$ cat config.mk
export PLATFORM = sky130hd
export DESIGN_NAME = lviw_interrupt_wakeup
export DESIGN_NICKNAME = d
export VERILOG_FILES = /design/src/lviw_sync.v /design/src/lviw_interrupt_wakeup.v
export VERILOG_INCLUDE_DIRS = /design/src
export SDC_FILE = /design/constraint.sdc
export NUM_CORES = 1
export LEC_CHECK = 0
export BUFFER_PORTS_ARGS = -buffer_cell sky130_fd_sc_hd__buf_2
export CORE_MARGIN = 5
export CORE_UTILIZATION = 43
export DETAILED_ROUTE_END_ITERATION = 6
export PLACE_DENSITY = 0.73
export SYNTH_ARGS = -nofsm -noshare
export SYNTH_HDL_FRONTEND = slang
export SYNTH_HIERARCHICAL = 1
export SYNTH_SLANG_ARGS = --single-unit
$ cat constraint.sdc
create_clock -name clk -period 1.5 [get_ports clk]
set_input_delay 0.15 -clock clk [delete_from_list [all_inputs] [get_ports clk]]
set_output_delay 0.15 -clock clk [all_outputs]
set_load 0.03 [all_outputs]
$ cat src/lviw_defs.vh
// Purpose: constants for the low-voltage interrupt and wake-up block
// Assumes: 8-bit register port, byte-wide registers
// Notes:   offsets are byte addresses on the register port
`ifndef LVIW_DEFS_VH
`define LVIW_DEFS_VH

// register offsets
`define LVIW_ADDR_OPT        8'h0f
`define LVIW_ADDR_TCTL       8'h12
`define LVIW_ADDR_TSTAT      8'h13
`define LVIW_ADDR_KEYCTL     8'h14
`define LVIW_ADDR_PWRCTL     8'h15
`define LVIW_ADDR_COND       8'h16
`define LVIW_ADDR_VECTOR     8'h17
`define LVIW_ADDR_TEVENT     8'h18

// low_voltage_and_options fields
`define LVIW_OPT_FLAG        7
`define LVIW_OPT_VALID       6
`define LVIW_OPT_CLEAR       5
`define LVIW_OPT_ENABLE      4
`define LVIW_OPT_COP         1
`define LVIW_OPT_IRQMODE     0

// timer fields (status and control share positions)
`define LVIW_TIM_CAPTURE     7
`define LVIW_TIM_COMPARE     6
`define LVIW_TIM_OVERFLOW    5

// keypad control fields
`define LVIW_KEY_ENABLE      1
`define LVIW_KEY_FLAG        0

// power control fields (write 1 to enter)
`define LVIW_PWR_STOP        0
`define LVIW_PWR_WAIT        1

// condition code register: interrupt mask bit, fixed top bits
`define LVIW_COND_MASK       3
`define LVIW_COND_RESET      8'hf8

// vector addresses (high byte location)
`define LVIW_VEC_RESET       16'h1ffe
`define LVIW_VEC_SWI         16'h1ffc
`define LVIW_VEC_EXT         16'h1ffa
`define LVIW_VEC_CORE        16'h1ff8
`define LVIW_VEC_LOWV        16'h1ff6
`define LVIW_VEC_TIMER       16'h1ff4
`define LVIW_VEC_KEY         16'h1ff2

`define LVIW_ZERO8           8'h00
`define LVIW_SYNC_STAGES     2

`endif

$ cat src/lviw_sync.v
// Purpose: two-flop synchroniser for a level input
// Assumes: single clock, asynchronous active-high reset
// Notes:   first stage is read only by the second stage
`timescale 1ns/10ps
module lviw_sync #(
   parameter RESET_LEVEL = 1'b1
) (
   input  wire clk,
   input  wire reset,
   input  wire din,
   output reg  dout
);
   reg stage1;

   // two flip-flops in series
   always @(posedge clk or posedge reset) begin
      if (reset) begin
         stage1 <= RESET_LEVEL;
         dout   <= RESET_LEVEL;
      end else begin
         stage1 <= din;
         dout   <= stage1;
      end
   end
endmodule

$ cat src/lviw_interrupt_wakeup.v
// Purpose: low-voltage indicator interrupt, timer/keypad routing, vectoring, wake-up
// Assumes: register port with one-cycle read latency; inputs synchronous except the pin
// Notes:   vector output is the high-byte location of the winning source
`timescale 1ns/10ps
`include "lviw_defs.vh"

// Contract
// - low indicator pin clears the voltage-valid status bit
// - valid bit zero requests an interrupt only while enable bit set
// - top bit of options register shows a valid low-voltage interrupt occurred
// - low-voltage interrupt uses its own dedicated vector pair
// - clear bit is write-only, reads zero; writing one clears pending request
// - enabled: interrupt on both pin edges, except first rise after power-on
// - disabled: pin edges raise no interrupt; software polls falling edge
// - power-on with low supply: no interrupt, start-up held until pin high
// - pin returning high wakes CPU and restarts clock halted by STOP; code wakes from STOP on a pin edge only while enable bit set
// - timer requests one shared interrupt when any enabled flag set
// - three timer enables in control register gate their flags
// - port C inputs form wired-OR keypad interrupt gated by enable, own vector
// - reset loads start address from reset vector and sets interrupt mask
// - STOP turns oscillator off and halts all processing incl. timers, watchdog
// - WAIT suspends CPU while core timer, 16-bit timer, converter run
// - WAIT ends on enabled external, keypad, low-voltage, core or 16-bit timer
// - mask bit set holds off all maskable requests until cleared
module lviw_interrupt_wakeup #(
   parameter DATA_W = 8,
   parameter ADDR_W = 8,
   parameter KEY_W  = 8
) (
   input  wire              clk,
   input  wire              reset,
   input  wire              powerOnReset,
   input  wire              lowVoltageIndicatorPin_n,
   input  wire [ADDR_W-1:0] regAddr,
   input  wire [DATA_W-1:0] regWriteData,
   input  wire              regWrite,
   input  wire              regRead,
   output reg  [DATA_W-1:0] regReadData,
   input  wire [KEY_W-1:0]  keypadPins_n,
   input  wire [KEY_W-1:0]  keypadInputMask,
   input  wire              externalIrqRequest,
   input  wire              coreTimerRequest,
   input  wire              captureEvent,
   input  wire              compareEvent,
   input  wire              overflowEvent,
   input  wire              vectorTaken,
   input  wire              swiTaken,
   output wire              irqRequest,
   output reg  [15:0]       vectorAddress,
   output reg               cpuRun,
   output reg               oscillatorEnable,
   output reg               timersRun,
   output reg               startupHold
);
   // one-hot power states
   localparam [2:0] ST_RUN  = 3'b001;
   localparam [2:0] ST_WAIT = 3'b010;
   localparam [2:0] ST_STOP = 3'b100;

   reg [2:0]  state;
   reg [2:0]  next_state;
   wire       pinLevel;
   reg        pinLast;
   reg        firstRiseArmed;
   reg        lowVoltageIrqFlag;
   reg        lowVoltageIrqEnable;
   reg        copOption;
   reg        irqModeOption;
   reg [2:0]  timerEnables;
   reg [2:0]  timerFlags;
   reg        keypadIrqEnable;
   reg        keypadFlag;
   reg        interruptMask;
   reg        pinSeen;
   wire       pinRise;
   wire       pinFall;
   wire       pinEdge;
   wire       timerRequest;
   wire       keypadActive;
   wire       keypadRequest;
   wire       lowVoltageRequest;
   wire       anyEnabled;
   wire       clearLowVoltage;
   wire       wrOpt;
   wire       wrTctl;
   wire       wrTstat;
   wire       wrKey;
   wire       wrPwr;
   wire       wrCond;

   // pin synchroniser; reset level high as the pin idles high
   // the pin comes from an analogue detector with no clock relation,
   // so nothing but the synchroniser output may feed the edge logic
   lviw_sync #(
      .RESET_LEVEL (1'b1)
   ) u_pinSync (
      .clk   (clk),
      .reset (reset),
      .din   (lowVoltageIndicatorPin_n),
      .dout  (pinLevel)
   );

   // write decode helper
   function hit;
      input [ADDR_W-1:0] addr;
      input [ADDR_W-1:0] target;
      begin
         hit = (addr == target);
      end
   endfunction

   assign wrOpt   = regWrite && hit(regAddr, `LVIW_ADDR_OPT);
   assign wrTctl  = regWrite && hit(regAddr, `LVIW_ADDR_TCTL);
   assign wrTstat = regWrite && hit(regAddr, `LVIW_ADDR_TSTAT);
   assign wrKey   = regWrite && hit(regAddr, `LVIW_ADDR_KEYCTL);
   assign wrPwr   = regWrite && hit(regAddr, `LVIW_ADDR_PWRCTL);
   assign wrCond  = regWrite && hit(regAddr, `LVIW_ADDR_COND);

   // edges seen only after synchronising
   assign pinRise  = pinLevel && !pinLast;
   assign pinFall  = !pinLevel && pinLast;
   // first rise after power-on is swallowed
   assign pinEdge  = pinFall || (pinRise && !firstRiseArmed);
   assign clearLowVoltage = wrOpt && regWriteData[`LVIW_OPT_CLEAR];

   // pin history and power-on first-rise tracking
   // history resets high like the idle pin, so reset alone makes no edge;
   // a pin already high when power-on ends counts as the swallowed rise
   always @(posedge clk or posedge reset) begin
      if (reset) begin
         pinLast        <= 1'b1;
         firstRiseArmed <= 1'b1;
         pinSeen        <= 1'b0;
      end else begin
         pinLast <= pinLevel;
         if (powerOnReset) begin
            firstRiseArmed <= 1'b1;
            pinSeen        <= 1'b0;
         end else if (pinRise) begin
            firstRiseArmed <= 1'b0;
            pinSeen        <= 1'b1;
         end else if (pinLevel && !pinSeen) begin
            firstRiseArmed <= 1'b0;                   // pin already high at power-on
            pinSeen        <= 1'b1;
         end
      end
   end

   // start-up held while pin low after power-on
   // the hold also blocks the request and pins the reset vector
   always @(posedge clk or posedge reset) begin
      if (reset) begin
         startupHold <= 1'b1;
      end else if (powerOnReset) begin
         startupHold <= 1'b1;
      end else if (pinLevel) begin
         startupHold <= 1'b0;
      end
   end

   // low-voltage pending flag: set wins over clear, no set while held at start-up
   // the service routine must write the clear bit; an edge landing on that
   // same cycle keeps the flag so the second event is not lost
   always @(posedge clk or posedge reset) begin
      if (reset) begin
         lowVoltageIrqFlag <= 1'b0;
      end else if (pinEdge && lowVoltageIrqEnable && !startupHold) begin
         lowVoltageIrqFlag <= 1'b1;
      end else if (clearLowVoltage) begin
         lowVoltageIrqFlag <= 1'b0;
      end
   end

   // option, control and mask registers
   always @(posedge clk or posedge reset) begin
      if (reset) begin
         lowVoltageIrqEnable <= 1'b0;
         copOption           <= 1'b0;
         irqModeOption       <= 1'b0;
         timerEnables        <= 3'h0;
         keypadIrqEnable     <= 1'b0;
         interruptMask       <= 1'b1;
      end else begin
         if (wrOpt) begin
            lowVoltageIrqEnable <= regWriteData[`LVIW_OPT_ENABLE];
            copOption           <= regWriteData[`LVIW_OPT_COP];
            irqModeOption       <= regWriteData[`LVIW_OPT_IRQMODE];
         end
         if (wrTctl) begin
            timerEnables <= regWriteData[`LVIW_TIM_CAPTURE:`LVIW_TIM_OVERFLOW];
         end
         if (wrKey) begin
            keypadIrqEnable <= regWriteData[`LVIW_KEY_ENABLE];
         end
         if (vectorTaken || swiTaken) begin
            interruptMask <= 1'b1;
         end else if (wrCond) begin
            interruptMask <= regWriteData[`LVIW_COND_MASK];
         end
      end
   end

   // timer flags: event sets, writing one clears, set wins
   // events are ignored while the timers are halted in stop
   always @(posedge clk or posedge reset) begin
      if (reset) begin
         timerFlags <= 3'h0;
      end else if (timersRun) begin
         timerFlags <= {captureEvent, compareEvent, overflowEvent}
                       | (timerFlags
                          & ~(wrTstat ? regWriteData[`LVIW_TIM_CAPTURE:`LVIW_TIM_OVERFLOW]
                                      : 3'h0));
      end else if (wrTstat) begin
         timerFlags <= timerFlags & ~regWriteData[`LVIW_TIM_CAPTURE:`LVIW_TIM_OVERFLOW];
      end
   end

   // keypad: wired-OR of low input pins selected by keypadInputMask
   assign keypadActive = |(~keypadPins_n & keypadInputMask);
   always @(posedge clk or posedge reset) begin
      if (reset) begin
         keypadFlag <= 1'b0;
      end else if (keypadActive) begin
         keypadFlag <= 1'b1;
      end else if (wrKey && regWriteData[`LVIW_KEY_FLAG]) begin
         keypadFlag <= 1'b0;
      end
   end

   // per-source requests
   assign lowVoltageRequest = lowVoltageIrqFlag && lowVoltageIrqEnable;
   assign timerRequest  = |(timerFlags & timerEnables);
   assign keypadRequest = keypadFlag && keypadIrqEnable;
   assign anyEnabled    = externalIrqRequest || coreTimerRequest || lowVoltageRequest
                          || timerRequest || keypadRequest;

   // CPU request gated by the mask and start-up hold
   assign irqRequest = anyEnabled && !interruptMask && !startupHold;

   // vector selection by priority
   // the register keeps the last winner, so the fetch still sees it
   // when the request has already been cleared
   always @(posedge clk or posedge reset) begin
      if (reset) begin
         vectorAddress <= `LVIW_VEC_RESET;
      end else if (startupHold) begin
         vectorAddress <= `LVIW_VEC_RESET;
      end else if (swiTaken) begin
         vectorAddress <= `LVIW_VEC_SWI;
      end else if (externalIrqRequest) begin
         vectorAddress <= `LVIW_VEC_EXT;
      end else if (coreTimerRequest) begin
         vectorAddress <= `LVIW_VEC_CORE;
      end else if (lowVoltageRequest) begin
         vectorAddress <= `LVIW_VEC_LOWV;
      end else if (timerRequest) begin
         vectorAddress <= `LVIW_VEC_TIMER;
      end else if (keypadRequest) begin
         vectorAddress <= `LVIW_VEC_KEY;
      end
   end

   // power state: wake on any enabled source
   // stop only wakes on sources that need no running timer, since the
   // timers are frozen there and could never raise their flags
   always @* begin
      next_state = state;
      case (state)
         ST_RUN: begin
            if (wrPwr && regWriteData[`LVIW_PWR_STOP]) begin
               next_state = ST_STOP;
            end else if (wrPwr && regWriteData[`LVIW_PWR_WAIT]) begin
               next_state = ST_WAIT;
            end
         end
         ST_WAIT: begin
            if (anyEnabled) begin
               next_state = ST_RUN;
            end
         end
         ST_STOP: begin
            if (pinEdge && lowVoltageIrqEnable) begin
               next_state = ST_RUN;
            end else if (externalIrqRequest || keypadRequest) begin
               next_state = ST_RUN;
            end
         end
         default: begin
            next_state = ST_RUN;
         end
      endcase
   end

   always @(posedge clk or posedge reset) begin
      if (reset) begin
         state <= ST_RUN;
      end else begin
         state <= next_state;
      end
   end

   // run controls derived from the next state
   // so they change on the same edge as the state itself
   always @(posedge clk or posedge reset) begin
      if (reset) begin
         cpuRun           <= 1'b1;
         oscillatorEnable <= 1'b1;
         timersRun        <= 1'b1;
      end else begin
         cpuRun           <= (next_state == ST_RUN);
         oscillatorEnable <= (next_state != ST_STOP);
         timersRun        <= (next_state != ST_STOP);
      end
   end

   // register read port, data one cycle after strobe
   // data stands one cycle only and is zero otherwise
   always @(posedge clk or posedge reset) begin
      if (reset) begin
         regReadData <= `LVIW_ZERO8;
      end else if (regRead) begin
         if (hit(regAddr, `LVIW_ADDR_OPT)) begin
            regReadData <= {lowVoltageIrqFlag,
                            pinLevel,
                            1'b0,
                            lowVoltageIrqEnable, 2'b00, copOption, irqModeOption};
         end else if (hit(regAddr, `LVIW_ADDR_TCTL)) begin
            regReadData <= {timerEnables, 5'h00};
         end else if (hit(regAddr, `LVIW_ADDR_TSTAT)) begin
            regReadData <= {timerFlags, 5'h00};
         end else if (hit(regAddr, `LVIW_ADDR_KEYCTL)) begin
            regReadData <= {6'h00, keypadIrqEnable, keypadFlag};
         end else if (hit(regAddr, `LVIW_ADDR_COND)) begin
            regReadData <= `LVIW_COND_RESET & ~({4'h0, ~interruptMask, 3'h0});
         end else if (hit(regAddr, `LVIW_ADDR_VECTOR)) begin
            regReadData <= vectorAddress[7:0];
         end else begin
            regReadData <= `LVIW_ZERO8;
         end
      end else begin
         regReadData <= `LVIW_ZERO8;
      end
   end
endmodule

After elaboration in Yosys (flattened, before gate mapping)
Cells that the tools add are included.

storage, ports and cells
  register bits after elaboration = 48
  bits of input ports = 45
  output and inout port bits = 29
  word-level logic and storage cells = 121

operators by class
  eq/ne operators = 12
  mux-type cells = 37
  bitwise operators = 10
  reductions and logical operators = 42

operators with widths
  cell                  number
  $mux W16              7
  $mux W8               7
  $eq A8 B5 Y1 const B  6
  $mux W3               8
  $logic_and A1 B1 Y1   20
  $mux W1               14
  $reduce_bool A2 Y1    5
  $and A3 B3 Y3         3
  $pmux W3 S3           1
  $and A8 B8 Y8         1
  $eq A8 B4 Y1 const B  1
  $not A4 Y8            1
  $not A8 Y8            1
  $reduce_or A8 Y1      1
  $logic_or A1 B1 Y1    7
  $reduce_bool A7 Y1    1
  $eq A3 B1 Y1 const B  2
  $logic_not A1 Y1      6
  $not A3 Y3            2
  $eq A3 B2 Y1 const B  1
  $eq A3 B3 Y1 const B  1
  $ne A3 B3 Y1 const B  1
  $or A3 B3 Y3          1
  $reduce_bool A3 Y1    1
  other kinds (2)       2

Longest topological paths before layout
  depth in word-level cells = 8
  depth in mapped cells = 5
  mapped depth without buffers = 4

Modules after synthesis
Netlist, hierarchy kept.

modules (own cells, without submodules)
  module                 instances  cells each  area an instance (um^2)  sequential area each (um^2)
  lviw_interrupt_wakeup  1          166         1717.9                   838.3
  lviw_sync              1          3           56.3                     52.6

Least setup slack after synthesis
No wires, ideal clock.

  kind = input -> register
  from = input regAddr[7]
  to = register timerEnables[0]
  library setup time = 0.125 ns
  data arrival time = 1.565 ns
  data required time = 1.375 ns
  slack = -0.190 ns
  stages on the path = 4
  buffers on the path = 0
  cell sequence = or4b_4 -> nor4_2 -> and2b_1 -> mux2_2

between the ends
  cells in the longest elaborated chain, start to end = 2

ends and longest elaborated chain
  what                    line                         RTL
  start: declaration      lviw_interrupt_wakeup.v:34   input wire [ADDR_W-1:0] regAddr,
  $eq A8 B5 Y1            lviw_interrupt_wakeup.v:108  hit = (addr == target);
  $logic_and A1 B1 Y1     lviw_interrupt_wakeup.v:113  assign wrTctl = regWrite && hit(regAddr, `LVIW_ADDR_TCTL);
  end signal: assignment  lviw_interrupt_wakeup.v:190  timerEnables <= regWriteData[`LVIW_TIM_CAPTURE:`LVIW_TIM_OVERFLOW];
  end: declaration        lviw_interrupt_wakeup.v:69   reg [2:0] timerEnables;

No other way between the ends.
A chain may end at the register's enable or synchronous reset.

Worst setup path after layout
  from = register timerFlags[0]
  to = output irqRequest

between the ends
  cells in the longest elaborated chain, start to end = 6

ends and longest elaborated chain
  what                               line                         RTL
  start: declaration                 lviw_interrupt_wakeup.v:70   reg [2:0] timerFlags;
  start signal: assignment           lviw_interrupt_wakeup.v:209  timerFlags <= {captureEvent, compareEvent, overflowEvent}
  start signal: assignment           lviw_interrupt_wakeup.v:214  timerFlags <= timerFlags & ~regWriteData[`LVIW_TIM_CAPTURE:`LVIW_TIM_OVERFLOW];
  $and A3 B3 Y3                      lviw_interrupt_wakeup.v:232  assign timerRequest = |(timerFlags & timerEnables);
  $reduce_or A3 Y1                   lviw_interrupt_wakeup.v:232
  $logic_or A1 B1 Y1 (2 in series)   lviw_interrupt_wakeup.v:235  || timerRequest || keypadRequest;
  $logic_and A1 B1 Y1 (2 in series)  lviw_interrupt_wakeup.v:238  assign irqRequest = anyEnabled && !interruptMask && !startupHold;
  end: declaration                   lviw_interrupt_wakeup.v:48   output wire irqRequest,

No other way between the ends.

==> metrics.yaml <==
outcome: "finished with violations"
failed_checks: "setup timing"
grt_max_degree: 34
syn-cell-area_sq_um: 1770
firstDrtPassIters: 4
io_buffer_count: 59
finClkSkew_ns: 0.00398
endpoint_kind: "output port"
core_sq_um: 4000
clk_pin_slew_worst_paths_ns: 0.07
clock_latency_ns: 0.29
vias: 1511
rows: 23
routedWlPerCell_microns: 14.7
p_leak_uw: 0.00119
globalRouteOverflowTotal: 0
finalWorstSetupSlack_ns: -0.251
crit_slowest_cell: "dfrtp_1"
yosysSeqAreaShare_pct: 50.2
routed_via_density: 5.04
crit_arrival_ns: 1.60
start_util_pct: 44.4
ant_nets: 0
dieArea_sq_um: 5510
maxClockFrequency_ghz: 0.571
fp.dieW_microns: 74.2
yosysTopAreaCellShare_pct: 32.4
fin_crit_sh_pct: 117
fill_cells: 342
reg2reg_slack_ns: -0.08
critPathKind: "flip-flop to output port"
yosysMostFrequentCell: "dfrtp_1"
drt_iter0_drc: 92
clockBufferDepth: 2
antenna_found_initial: 0
rsz0062_at_grt: "yes"
cts.sinks: 35
numCtsBuffers: 5
ys.flop_type: "dfrtp_1"
cp_cell_sequence: "a222oi_1 > buf_4 > and4_4 > nor3_4 > buf_6"
nets: 294
diodes: 0
chipHeight_microns: 74.2
place.detailed.hpwl_microns: 3280
critPathLaunchType: "flip-flop"
pin_count: 74
hold_viol_final: 0
wl_microns: 4400
cts_tree: "yes"
ys_types: 46
drc_errors: 0
synth-edff-count: 0
cp_max_fo: 2
critPathRequiredTime_ns: 1.35
yosys_warnings: 6
max_stage_delay_ns: 0.38
holdWs_ns: 0.0405
gp_congestion: 0.855
syn2layout_area_growth_pct: 34.7
ys_ff_latch: 35
finalSetupViolations: 4
grt_pass1_vias: 1519
grt_pass1_wl_microns: 6960
drive_above_1_share_pct: 46.0
async_flop_share_pct: 100
worstHoldPathType: "primary input to flip-flop"
cts-root-buf: "clkbuf_8"
cp_top_family: "flip-flops"
syn_area_per_cell_sq_um: 10.5
synthTopCellsByArea: "dfrtp_1 32%, dfstp_2 18%, buf_4 5.9%"
synthCells: 169
synthTopCellsByCount: "23 x dfrtp_1, 14 x buf_4, 14 x inv_1"
ir_worst_vdd_mv: 0.567
finalPower_uw: 2190
synth_top_area_cell: "dfrtp_1"
powerDensity_nw_per_um2: 917
layout_min_cycle_time_ns: 1.75
track_usage_pct: 16.6
drv_slew: 0
maxCapViolations: 0
htree_levels: 2
worst-path-buf-inv: 2
==> metrics by stage <==
stage | utilization, % | setup TNS, ns | instance area, sq um | worst slack (ns) | cells
final | 59.7 | -0.471 | 2390 | -0.251 | 300
after CTS | 58.4 | -0.439 | 2330 | -0.275 | 298
after detailed placement | 54.3 | -2.68 | 2170 | -0.284 | 286
after global placement | 54.3 | -2.52 | 2170 | -0.242 | 286
after global routing | 59.7 | -0.948 | 2390 | -0.337 | 300
after floorplan | - | -1.01 | 1830 | -0.189 | 180
==> layer usage <==
layer  track usage [%]  wire [microns]  up-vias
li1                  -               -      729
met4              5.93              70        0
met3              4.73             312        5
met5                 0               0        -
met2              27.9            2130       49
met1              20.6            1890      728
==> cell type report <==
| type | instances | area (sq um) | area share, % |
|---|---|---|---|
| Sequential cell | 35 | 891 | 37.3 |
| Multi-Input combinational cell | 115 | 807 | 33.8 |
| Timing Repair Buffer | 78 | 459 | 19.2 |
| Clock buffer | 6 | 82.6 | 3.46 |
| Tap cell | 50 | 62.6 | 2.62 |
| Inverter | 14 | 52.6 | 2.20 |
| Clock inverter | 2 | 35.0 | 1.47 |
==> sequential cells by signal (all words and copies together) (netlist names) <==
signal               cells
regReadData              8
state                    3
timerEnables             3
timerFlags               3
vectorAddress            3
copOption                1
cpuRun                   1
firstRiseArmed           1
interruptMask            1
irqModeOption            1
keypadFlag               1
keypadIrqEnable          1
lowVoltageIrqEnable      1
lowVoltageIrqFlag        1
pinLast                  1
pinSeen                  1
startupHold              1
timersRun                1
u_pinSync/dout           1
u_pinSync/stage1         1
==> worst paths after layout <==
kind / start / end / cells after the start
min reg2reg: u_pinSync/stage1 / u_pinSync/dout / 0
max reg2reg: timerFlags[0] / vectorAddress[1] / 7
min: powerOnReset / pinSeen / 2
max in group asynchronous: reset / interruptMask / 4
max: timerFlags[0] / irqRequest / 5
min in group asynchronous: reset / u_pinSync/stage1 / 3
==> kinds of logic (layout without fill, tap and decap cells) <==
family          Yosys count  after routing  share of synthesized area, %
buf+inv                  30            100                          9.31
other cells               2             13                         0.423
mux                      11             11                          7.47
simple gates             58             58                          19.2
flops                    35             35                          50.2
compound gates           33             33                          13.4
==> power breakdown <==
part	total, uW	leakage [uW]	internal [uW]	switching [uW]
Sequential	1000	0.000419	979	23.4
Clock	884	0.0000612	538	346
Combinational	305	0.000715	131	174
==> what timing repair did <==
item / CTS / global route
pin swaps: 1 / 7
hold buffers: 2 / 0
setup buffers: 2 / 3
gates cloned: 0 / 0
endpoints found under the setup margin: 3 / 8
gates resized for setup: 5 / 9
hold endpoints to repair: 26 / 0
==> cells in the final DEF (no fill, tap or decap), drive strengths merged, types with 2 or more instances in the layout <==
master and count:
buf 76, dfrtp 23, inv 14, conb 13
nand2 13, dfstp 12, nor2 11, mux2 9
a21oi 8, nand3 7, clkbuf 6, nor3 5
nor2b 4, a21o 3, nor3b 3, a22oi 3
a22o 3, mux2i 2, nand4 2, nand4b 2
o21ai 2, o22a 2, o22ai 2, dlygate4sd3 2
nor4 2
Power figures use the tool's default switching activity.
